## config.mk

```make
export PLATFORM = sky130hd
export DESIGN_NAME = temp_seq
export DESIGN_NICKNAME = d
export VERILOG_FILES = /design/src/hw/seq_pkg.sv /design/src/hw/temp_seq.sv
export VERILOG_INCLUDE_DIRS = /design/src /design/src/hw
export SDC_FILE = /design/constraint.sdc
export NUM_CORES = 1
export LEC_CHECK = 0
export BUFFER_PORTS_ARGS = -buffer_cell sky130_fd_sc_hd__buf_2
export CORE_UTILIZATION = 61
export CTS_CLUSTER_DIAMETER = 40
export CTS_CLUSTER_SIZE = 8
export DETAILED_ROUTE_END_ITERATION = 8
export PLACE_DENSITY = 0.81
export SYNTH_ARGS = -nofsm -noshare
export SYNTH_HDL_FRONTEND = slang
export SYNTH_SLANG_ARGS = --single-unit
```

## constraint.sdc

```tcl
create_clock -name ref_clk -period 2.2 [get_ports ref_clk]
set_input_delay 0.11 -clock ref_clk [delete_from_list [all_inputs] [get_ports ref_clk]]
set_output_delay 0.11 -clock ref_clk [all_outputs]
set_load 0.01 [all_outputs]
```

## src/hw/seq_consts.svh

```systemverilog
// offsets, field positions, reset values and timing counts of the sequencer
// assumes a 40 MHz ref_clk and 32-bit apb with byte addresses
`ifndef SEQ_CONSTS_SVH
`define SEQ_CONSTS_SVH
`define OFF_CFG 8'h00
`define OFF_STAT 8'h04
`define OFF_IST 8'h08
`define OFF_IMASK 8'h0C
`define BASE_DATA 3'h1
`define BASE_ALIM 3'h2
`define BASE_OLIM 3'h3
`define CFG_FAST_BIT 4
`define CFG_STBY_BIT 6
`define CFG_RST 8'h00
`define LIM_RST 8'h7F
`define NUM_CH 3'h7
`define NUM_OLIM 3'h4
`define NUM_DIODE 3'h3
`define CH_LAST 3'h6
`define CH_THERM0 3'h4
`define DATA_ONES 11'h07FF
`define DATA_ONES_NARROW 11'h00FF
`define EV_CONV 0
`define EV_FAULT 1
`define EV_TOUT 2
`define TOUT_MS 25
`define CLK_KHZ 40000
`define TOUT_CYC (`TOUT_MS * `CLK_KHZ)
`endif

```

## src/hw/seq_pkg.sv

```systemverilog
// types of the temperature conversion sequencer
// assumes seq_consts.svh is included by the design file
package seq_pkg;
   typedef enum logic [1:0] {SEQ_IDLE, SEQ_WAIT} seq_e;
   typedef struct packed {
      logic start;
      logic abort;
      logic [2:0] ch;
      logic vref_on;
   } adc_req_s;
   typedef struct packed {
      logic done;
      logic diode_open;
      logic [10:0] result;
   } adc_rsp_s;
   typedef struct packed {
      seq_e st;
      logic [2:0] ch;
      logic [2:0] other;
      logic [6:0][10:0] data;
      logic [6:0][7:0] alim;
      logic [3:0][7:0] olim;
      logic [7:0] cfg;
      logic [2:0] fault;
      logic [2:0] ist;
      logic [2:0] imask;
      logic ack;
      logic err;
      logic [31:0] rdata;
      logic [2:0] scl_s;
      logic [2:0] sda_s;
      logic scl_f;
      logic sda_f;
      logic start_seen;
      logic [19:0] tcnt;
      logic alert_n;
      logic shut_n;
      logic tout;
      adc_req_s req;
   } st_s;
endpackage : seq_pkg

```

## src/hw/temp_seq.sv

```systemverilog
// conversion sequencer, alarm compare and apb register file
// assumes an adc front end on ref_clk and raw smbus pins from outside
//
// Design decisions made here: the APB interface to the registers and the placing of the registers.
`include "seq_consts.svh"

// Overview of operation
// - the shutdown output pulls low while channel 1, 4, 5 or 6 is above its shutdown limit.
// - the alert output pulls low while any channel is above its alert limit.
// - every channel has an alert limit, and channels 1, 4, 5 and 6 also a shutdown limit.
// - by default channels convert in the order diode 1, 2, 3, local, thermistor 1, 2, 3.
// - each finished conversion is written into that channel's own data register.
// - config bit 4 set to one selects the fast channel 1 mode.
// - in fast mode channel 1 is converted before every other channel in turn.
// - the standby bit set to one stops all conversions.
// - in standby all registers are kept and the bus side keeps answering.
// - in standby the bus timeout is armed only after a start condition is seen.
// - standby during a conversion aborts it with no write, old data staying readable.
// - the thermistor reference is on for thermistor conversions and off for diodes.
// - thermistor results are kept as a fraction of the reference, not in degrees.
// - channel 1 keeps 11 bits of 0.125 degree, the other diodes and local 8 bits of 1 degree, thermistors 8 bits.
// - an open diode sets its fault bit and stores all ones, raising no alarm.
module temp_seq #(
   parameter int unsigned TIMEOUT_CYCLES = `TOUT_CYC
) (
   input wire logic ref_clk,
   input wire logic rst_b,
   input wire logic psel,
   input wire logic penable,
   input wire logic pwrite,
   input wire logic [7:0] paddr,
   input wire logic [31:0] pwdata,
   output logic [31:0] prdata,
   output logic pready,
   output logic pslverr,
   output seq_pkg::adc_req_s adc_req,
   input wire seq_pkg::adc_rsp_s adc_rsp,
   input wire logic smb_scl_in,
   input wire logic smb_sda_in,
   output logic smb_if_reset,
   output logic irq,
   output logic alert_od_o,
   output logic alert_od_oe_n,
   output logic thermal_shutdown_out_o,
   output logic thermal_shutdown_out_oe_n
);
   seq_pkg::st_s q;
   seq_pkg::st_s d;
   logic [6:0][7:0] val;
   logic [6:0] ahit;
   logic [3:0] ohit;
   logic [6:0] f7;

   function automatic logic addr_ok(input logic [7:0] a);
      addr_ok = (a == `OFF_CFG) || (a == `OFF_STAT) || (a == `OFF_IST) ||
         (a == `OFF_IMASK) || (a[1:0] == 2'h0 &&
         (((a[7:5] == `BASE_DATA || a[7:5] == `BASE_ALIM) && a[4:2] < `NUM_CH) ||
         (a[7:5] == `BASE_OLIM && a[4:2] < `NUM_OLIM)));
   endfunction : addr_ok

   assign f7 = {4'h0, q.fault};

   // ch1 compares its top 8 bits; faulted diodes never alarm
   genvar gi;
   generate
      for (gi = 0; gi < 7; gi++) begin : g_alert
         if (gi == 0) begin : g_wide
            assign val[gi] = q.data[gi][10:3];
         end else begin : g_narrow
            assign val[gi] = q.data[gi][7:0];
         end
         assign ahit[gi] = !f7[gi] && (val[gi] > q.alim[gi]);
      end
      for (gi = 0; gi < 4; gi++) begin : g_shut
         localparam int CH = (gi == 0) ? 0 : gi + 2;
         assign ohit[gi] = !f7[CH] && (val[CH] > q.olim[gi]);
      end
   endgenerate

   always_comb begin
      logic stby;
      logic fast;
      logic wr;
      logic start_c;
      logic stop_c;
      logic armed;
      logic [2:0] ev;
      logic [2:0] clr;
      stby = q.cfg[`CFG_STBY_BIT];
      fast = q.cfg[`CFG_FAST_BIT];
      wr = 1'b0;
      start_c = 1'b0;
      stop_c = 1'b0;
      armed = 1'b0;
      ev = 3'h0;
      clr = 3'h0;
      d = q;
      d.req.start = 1'b0;
      d.req.abort = 1'b0;
      d.tout = 1'b0;

      case (q.st)
         seq_pkg::SEQ_IDLE: begin
            if (!stby) begin
               d.req.start = 1'b1;
               d.st = seq_pkg::SEQ_WAIT;
            end
         end
         seq_pkg::SEQ_WAIT: begin
            if (stby) begin
               // result dropped, stored data untouched
               d.req.abort = 1'b1;
               d.st = seq_pkg::SEQ_IDLE;
            end else if (adc_rsp.done) begin
               ev[`EV_CONV] = 1'b1;
               if (q.ch < `NUM_DIODE && adc_rsp.diode_open) begin
                  // all ones at the channel's own width
                  if (q.ch == 3'h0) begin
                     d.data[q.ch] = `DATA_ONES;
                  end else begin
                     d.data[q.ch] = `DATA_ONES_NARROW;
                  end
                  d.fault[q.ch[1:0]] = 1'b1;
                  ev[`EV_FAULT] = 1'b1;
               end else begin
                  // thermistor codes are ratios of vref, kept as is
                  if (q.ch == 3'h0) begin
                     d.data[q.ch] = adc_rsp.result;
                  end else begin
                     d.data[q.ch] = {3'h0, adc_rsp.result[10:3]};
                  end
                  if (q.ch < `NUM_DIODE) begin
                     d.fault[q.ch[1:0]] = 1'b0;
                  end
               end
               if (fast) begin
                  if (q.ch != 3'h0) begin
                     d.ch = 3'h0;
                  end else begin
                     d.ch = q.other;
                     d.other = (q.other == `CH_LAST) ? 3'h1 : q.other + 3'h1;
                  end
               end else begin
                  d.ch = (q.ch == `CH_LAST) ? 3'h0 : q.ch + 3'h1;
               end
               d.st = seq_pkg::SEQ_IDLE;
            end
         end
         default: begin
            d.st = seq_pkg::SEQ_IDLE;
         end
      endcase
      d.req.ch = d.ch;
      d.req.vref_on = (d.st == seq_pkg::SEQ_WAIT) && (d.ch >= `CH_THERM0);

      // pins: three stages, a level counts once stages two and three agree
      d.scl_s = {q.scl_s[1:0], smb_scl_in};
      d.sda_s = {q.sda_s[1:0], smb_sda_in};
      if (q.scl_s[2] == q.scl_s[1]) begin
         d.scl_f = q.scl_s[2];
      end
      if (q.sda_s[2] == q.sda_s[1]) begin
         d.sda_f = q.sda_s[2];
      end
      start_c = q.scl_f && q.sda_f && !d.sda_f;
      stop_c = q.scl_f && !q.sda_f && d.sda_f;
      if (!stby) begin
         d.start_seen = 1'b0;
      end else if (start_c) begin
         d.start_seen = 1'b1;
      end else if (stop_c) begin
         d.start_seen = 1'b0;
      end
      armed = !stby || q.start_seen;
      if (!armed || q.scl_f) begin
         d.tcnt = 20'h0;
      end else if (d.tcnt == 20'(TIMEOUT_CYCLES - 1)) begin
         d.tcnt = 20'h0;
         d.tout = 1'b1;
         ev[`EV_TOUT] = 1'b1;
      end else begin
         d.tcnt = q.tcnt + 20'h1;
      end

      // apb: one wait state so read data comes from a flop
      d.ack = 1'b0;
      if (psel && penable && !q.ack) begin
         d.ack = 1'b1;
         d.err = !addr_ok(paddr);
         d.rdata = 32'h0;
         case (paddr[7:5])
            `BASE_DATA: d.rdata = {21'h0, q.data[paddr[4:2]]};
            `BASE_ALIM: d.rdata = {24'h0, q.alim[paddr[4:2]]};
            `BASE_OLIM: d.rdata = {24'h0, q.olim[paddr[3:2]]};
            default: begin
               case (paddr)
                  `OFF_CFG: d.rdata = {24'h0, q.cfg};
                  `OFF_STAT: d.rdata = {28'h0, q.st == seq_pkg::SEQ_WAIT, q.fault};
                  `OFF_IST: d.rdata = {29'h0, q.ist};
                  `OFF_IMASK: d.rdata = {29'h0, q.imask};
                  default: d.rdata = 32'h0;
               endcase
            end
         endcase
         // holes in a bank read zero, not a neighbouring register
         if (d.err) begin
            d.rdata = 32'h0;
         end
      end
      wr = psel && penable && q.ack && pwrite && !q.err;
      if (wr) begin
         case (paddr[7:5])
            `BASE_ALIM: d.alim[paddr[4:2]] = pwdata[7:0];
            `BASE_OLIM: d.olim[paddr[3:2]] = pwdata[7:0];
            default: begin
               if (paddr == `OFF_CFG) begin
                  d.cfg = pwdata[7:0];
               end
               if (paddr == `OFF_IST) begin
                  clr = pwdata[2:0];
               end
               if (paddr == `OFF_IMASK) begin
                  d.imask = pwdata[2:0];
               end
            end
         endcase
      end
      // a new event beats a clear in the same cycle
      d.ist = (q.ist & ~clr) | ev;

      d.alert_n = ~|ahit;
      d.shut_n = ~|ohit;

      if (!rst_b) begin
         d = '0;
         d.st = seq_pkg::SEQ_IDLE;
         d.other = 3'h1;
         d.alim = {7{`LIM_RST}};
         d.olim = {4{`LIM_RST}};
         d.cfg = `CFG_RST;
         d.scl_s = 3'h7;
         d.sda_s = 3'h7;
         d.scl_f = 1'b1;
         d.sda_f = 1'b1;
         d.alert_n = 1'b1;
         d.shut_n = 1'b1;
      end
   end

   always_ff @(posedge ref_clk) begin
      q <= d;
   end

   assign prdata = q.rdata;
   assign pready = psel && penable && q.ack;
   assign pslverr = pready && q.err;
   assign adc_req = q.req;
   assign smb_if_reset = q.tout;
   assign irq = |(q.ist & q.imask);
   // open drain: output enable low pulls the pin low
   assign alert_od_o = 1'b0;
   assign alert_od_oe_n = q.alert_n;
   assign thermal_shutdown_out_o = 1'b0;
   assign thermal_shutdown_out_oe_n = q.shut_n;

   logic done_ok;
   assign done_ok = q.st == seq_pkg::SEQ_WAIT && !q.cfg[`CFG_STBY_BIT] && adc_rsp.done;
endmodule : temp_seq

```

### Word-level counts from Yosys, hierarchy flattened

Index checks and enable logic that the tools add are counted.

* eq/ne operators: 13
* muxes and demuxes: 53
* bitwise logic cells: 15
* $lt $le $gt $ge: 23
* add/subtract/negate cells: 3
* reductions and logical operators: 65

Operators with widths (count)
* two-way mux 77 bit: 3
* two-way mux 83 bit: 2
* bitwise mux 77 bit: 2
* > comparator 8 bit: 11
* two-way mux 85 bit: 1
* OR 77 bit: 1
* bitwise mux 56 bit: 1
* OR 56 bit: 1
* two-way mux 34 bit: 1
* binary-select mux 11 bit (select 3 bit): 1
* demux 11 bit (select 3 bit): 1
* two-way mux 3 bit: 11
* case mux 11 bit (3 select lines): 1
* bitwise mux 32 bit: 1
* two-way mux 32 bit: 1
* two-way mux 8 bit: 4
* case mux 8 bit (4 select lines): 1
* binary-select mux 8 bit (select 3 bit): 1
* demux 8 bit (select 3 bit): 1
* logical AND 1 bit: 23
* two-way mux 11 bit: 2
* bitwise AND 21 bit: 1
* inverter 21 bit: 1
* adder 20 x 1 -> 20 bit, second input constant: 1
* other kinds (41): 98

* register bits: 259

### Depth between registers and ports, before layout

* depth after elaboration: 13
* depth in mapped cells: 9

### Worst setup path after synthesis

Ideal clock, no wire load.

* path type: register to register
* start: reg q[71] (netlist name)
* end: reg q[145] (netlist name)
* path buffers: 1
* arrival time: 1.836 ns
* clock period less this slack: 1.966 ns
* setup slack: 0.234 ns
* stages on the path, launching flop included: 8
* path through: dfxtp_1 -> and3_4 -> nand3b_4 -> or4_4 -> or3b_1 -> buf_6 -> mux2i_1 -> nand2_1

* word-level cells in the longest chain between the ends: 4

Ends and longest elaborated chain
* start, declared: line temp_seq.sv:47 `seq_pkg::st_s q;`
* start signal, assigned: line temp_seq.sv:251 `q <= d;`
* logical AND 1 bit
* net pready: line temp_seq.sv:34 `output logic pready,`
* logical AND 1 bit (2 in series): line temp_seq.sv:210 `wr = psel && penable && q.ack && pwrite && !q.err;`
* AND reduction 2 bit (no source line)

The timed path passes the listed nets, and every way through them passes these cells.
A chain may end at the register's enable or synchronous reset.

### Worst setup path in the final report

* start: reg q[71] (netlist name)
* end: reg q[121] (netlist name)

* word-level cells in the longest chain between the ends: 4

Ends and longest elaborated chain (line)
* logical AND 1 bit (3 in series): temp_seq.sv:210
* AND reduction 2 bit (no source line)

No other way between the ends.

==> metrics.sh <==
ROUTE.FINAL.WIRE_LENGTH_UM=37500
DRT-INITIAL-DRC-COUNT=1053
COMBINED_AREA_OF_THE_MULTI_INPUT_LOGIC_CELLS_MM2=0.00701
DIE_WIDTH_UM=146
DIODES=0
GRT.OVERFLOW.TOTAL=0
WORST_EP_ARRIVAL_TIME_NS=2.50
CTS_SINKS=238
SYNTH_FF_TYPE='dfxtp_1'
COREAREA_MM2=0.0204
INITIAL_STANDARD_CELL_UTILIZATION_OF_THE_CORE_PCT=62.4
CLK_PATH_BUF_DEPTH=3
SLEW_VIOLATIONS=0
SYNTH-SEQ-CELLS=238
HOLDPATHSTAGES=4
CTS.HTREE.LEVELS=2
MAX_FREQ_MHz=466
GRT_FIRST_PASS_WIRELENGTH_UM=57300
CRITICAL_PATH_REQUIRED_NS=2.56
CRITPATHKIND='reg2reg'
HOLD-PATH-ENDPOINT='q[70]$_SDFFE_PN0P_'
CLOCK_SKEW_NS=0.0124
SYNTHESIS.INSTANCES=1444
TIMING.CRITICAL_PATH.SLOWEST_STAGE_CELL='or4_4'
MAX_CAP_VIOL_COUNT=0
FINAL_HOLD_VIOS=0
CRITPATHLAUNCHTYPE='register'
SYN_AREA_MM2=0.0127
REG2REG_SETUP_SLACK_NS=0.06
IO_BUFFERS=58
CTS_TREE='done'
GRT_MAX_DEGREE=114
TIGHTESTPINTRANSITION_NS=0.807
R2R.WORST_PATH.CELLS=7
NUMBER_OF_SEARCH_AND_REPAIR_ITERATIONS_IN_THE_FIRST_DETAILED_ROUTING_PASS=6
DRT_DRC_VIOLATIONS_LEFT=0
IO_PINS=106
CPLARGESTDELAYFAMILY='simple AND/OR/NAND/NOR gates'
FILLCELLCOUNT=1509
DIE_Y_UM=146
VIAS_PER_CELL=6.23
VDD_DROP_MAX_mV=0.652
LAYOUT-AREA-OVERHEAD-VS-SYNTH_PCT=14.2
TIMING.CRITICAL_PATH.TO_TYPE='register'
ANTENNA_FOUND_INITIAL=2
WORST_SLEW_MARGIN_REL_PCT=46.2
RUN_STATUS='finished clean'
POST-ROUTE-MIN-PERIOD_NS=2.14
CRITICAL_PATH_FANOUT_MAX=6
SYNTH_SEQ_AREA_SHARE_PCT=37.5
CRIT_PATH_MAX_INCR_DELAY_NS=0.50
FLOORPLAN.DIE_AREA_MM2=0.0214
LEAKAGE_uW=0.00667
CLK-INSERTION-DELAY-LATE_NS=0.51
HPWL_UM=26600
FINALWEIGHTEDCONGESTION=0.992
CRIT_CHAIN='and3_4, nand3b_4, or4_4, buf_6, nor3_4, mux2i_1, nand2_1'
STD_CELL_ROWS=52
FF_LATCH_AREA_MM2=0.00476
PATH_CLK_SLEW_NS=0.05
CP_NUM_BUF_INV=1
FINAL_NETS=1671
ASYNC_FLOP_SHARE_PCT=0
FIRST_GLOBAL_VIAS=10500
REPORT.FINAL.SETUP_VIOL=0
TIMING.HOLD.WORST.CLASS='in2reg'
FIN_CRIT_SH_PCT=97.5
POST_DRT_WL_PER_CELL_UM=20.8
YOSYS_WARNINGS=0
YOSYS.CELL_TYPES.COUNT=65
CTS_BUFFERS=38
POWER_DENS_CELLS_mW_PER_MM2=698
GRT.TOTAL_USAGE_PCT=34.8
ENDPOINT_OF_THE_MOST_CRITICAL_REGISTER_TO_REGISTER_PATH='q[121]$_SDFFE_PN1P_'
ROUTE.ANTENNA.REMAINING_NETS=0
WORST_FLOP_TO_FLOP_PATH_STARTPOINT='q[71]$_SDFF_PN0_'
CTS-ROOT-BUF='clkbuf_16'
DR_TOTAL_VIAS=11200
HOLD_PATH_STARTPOINT='paddr[0]'
LAYOUT_CELL_SHARE_WITH_DRIVE_STRENGTH_BEYOND_1_PCT=14.5
FINAL_CORE_UTILIZATION_PCT=71.3
SYNTH_EDF_COUNT=0
SYNTHESIS.AREA_PER_INSTANCE_UM2=8.81
REPORT.POWER.TOTAL_uW=10100
[stage by stage]
step / area [um2] / hold WS [ns] / std cells / setup TNS [ns] / worst slack [ns]
2_1_floorplan: 12800 / 0.211 / 1467 / 0 / 0.234
3_3_place_gp: 13200 / 0.296 / 1733 / 0 / 0.0631
3_5_place_dp: 13200 / 0.295 / 1733 / -0.0290 / -0.0290
4_1_cts: 14500 / 0.0200 / 1802 / 0 / 0.0195
5_1_grt: 14500 / 0.0534 / 1805 / -0.0567 / -0.0362
6_report: 14500 / 0.00783 / 1805 / 0 / 0.0559
[where the power goes]
group	switching, uW	internal, uW
Sequential	42.0	4350
Combinational	393	204
Clock	1980	3170
Total	2410	7720
[cell families (layout without fill, tap and decap cells)]
kind of cell               after synthesis  after routing  share of synthesized area, %
other                                    1             24                        0.0295
and+or+nand+nor                        487            487                          18.4
buffers and inverters                  221            289                          8.35
DFF                                    238            238                          37.5
adders and majority gates               89             89                          8.76
muxes                                  125            125                          12.8
xor gates and xnor gates                20             20                          1.38
AOI/OAI and AO/OA                      263            263                          12.8
[final cells by class]
class / count / area share, %
clock buffers: 45 / 6.87
clock inverters: 8 / 0.422
inverters: 97 / 2.51
multi-input cells: 1008 / 48.3
flip-flops and latches: 238 / 32.8
well taps: 270 / 2.33
repair buffers: 139 / 6.81
[cells in the mapped netlist, drive strengths merged (3+ instances only)]
library cell | number | area share [%]
nor4 | 5 | 0.41
nor4b | 3 | 0.21
xor2 | 14 | 0.96
o2bb2ai | 10 | 0.69
a211oi | 27 | 1.6
nor3b | 5 | 0.47
mux2i | 95 | 7.5
nand2 | 181 | 5.3
inv | 96 | 2.8
nand4 | 24 | 1.2
and2 | 5 | 0.25
o211ai | 47 | 2.8
xnor2 | 6 | 0.41
nand2b | 13 | 0.64
mux4 | 30 | 5.3
nor3 | 33 | 1.5
o31ai | 7 | 0.41
clkbuf | 51 | 1.5
a21oi | 88 | 3.5
o22ai | 5 | 0.25
nor2b | 19 | 0.93
or4 | 3 | 0.21
nor2 | 127 | 3.7
buf | 73 | 4.0
o21ai | 58 | 2.3
nand3 | 28 | 1.1
a21o | 5 | 0.30
or3 | 6 | 0.30
ha | 89 | 8.8
dfxtp | 238 | 37
and3 | 24 | 1.2
[cell usage in the layout (no fill, tap or decap), drive strengths merged, types with 28 or more instances in the layout]
cell type  synthesis  routed
mux2i             95      95
ha                89      89
nand2            181     181
nor2             127     127
o21ai             58      58
o211ai            47      47
clkbuf            51      45
mux4              30      30
nor3              33      33
nand3             28      28
inv               96      99
a21oi             88      88
dfxtp            238     238
buf               73     123
[metal layers]
metal	up-vias	GRT usage, %	part of all wire, %
met3	154	7.56	12
met5	-	0	0.072
met2	670	53.2	43
li1	5151	-	-
met4	4	16.5	5.0
met1	5260	46.8	40
[how the worst max path moves through the flow]
| stage | start | to | slack, ns | cells past startpoint |
|---|---|---|---|---|
| floorplan | q[71]$_SDFF_PN0_ | q[145]$_SDFFE_PN1P_ | 0.23 | 7 |
| global placement | q[71]$_SDFF_PN0_ | q[146]$_SDFFE_PN1P_ | 0.06 | 6 |
| detailed placement | q[71]$_SDFF_PN0_ | q[165]$_SDFFE_PN1P_ | -0.03 | 6 |
| CTS | q[71]$_SDFF_PN0_ | q[131]$_SDFFE_PN1P_ | 0.02 | 6 |
| global route | q[71]$_SDFF_PN0_ | q[125]$_SDFFE_PN1P_ | -0.04 | 8 |
| finish | q[71]$_SDFF_PN0_ | q[121]$_SDFFE_PN1P_ | 0.06 | 7 |
[worst register-to-register path, stage by stage (launching register included)]
cell	delay [ns]
dfxtp_1	0.32
and3_4	0.21
nand3b_4	0.11
or4_4	0.50
buf_6	0.16
nor3_4	0.35
mux2i_1	0.25
nand2_1	0.08
[what timing repair did]
item,CTS,global route
buffers inserted,0,3
endpoints found under the hold margin,35,0
pin swaps,0,1
resized for setup,2,6
hold buffers,16,0
gates cloned,0,0
endpoints found under the setup margin,9,25
(Power assumes the default switching activity.)
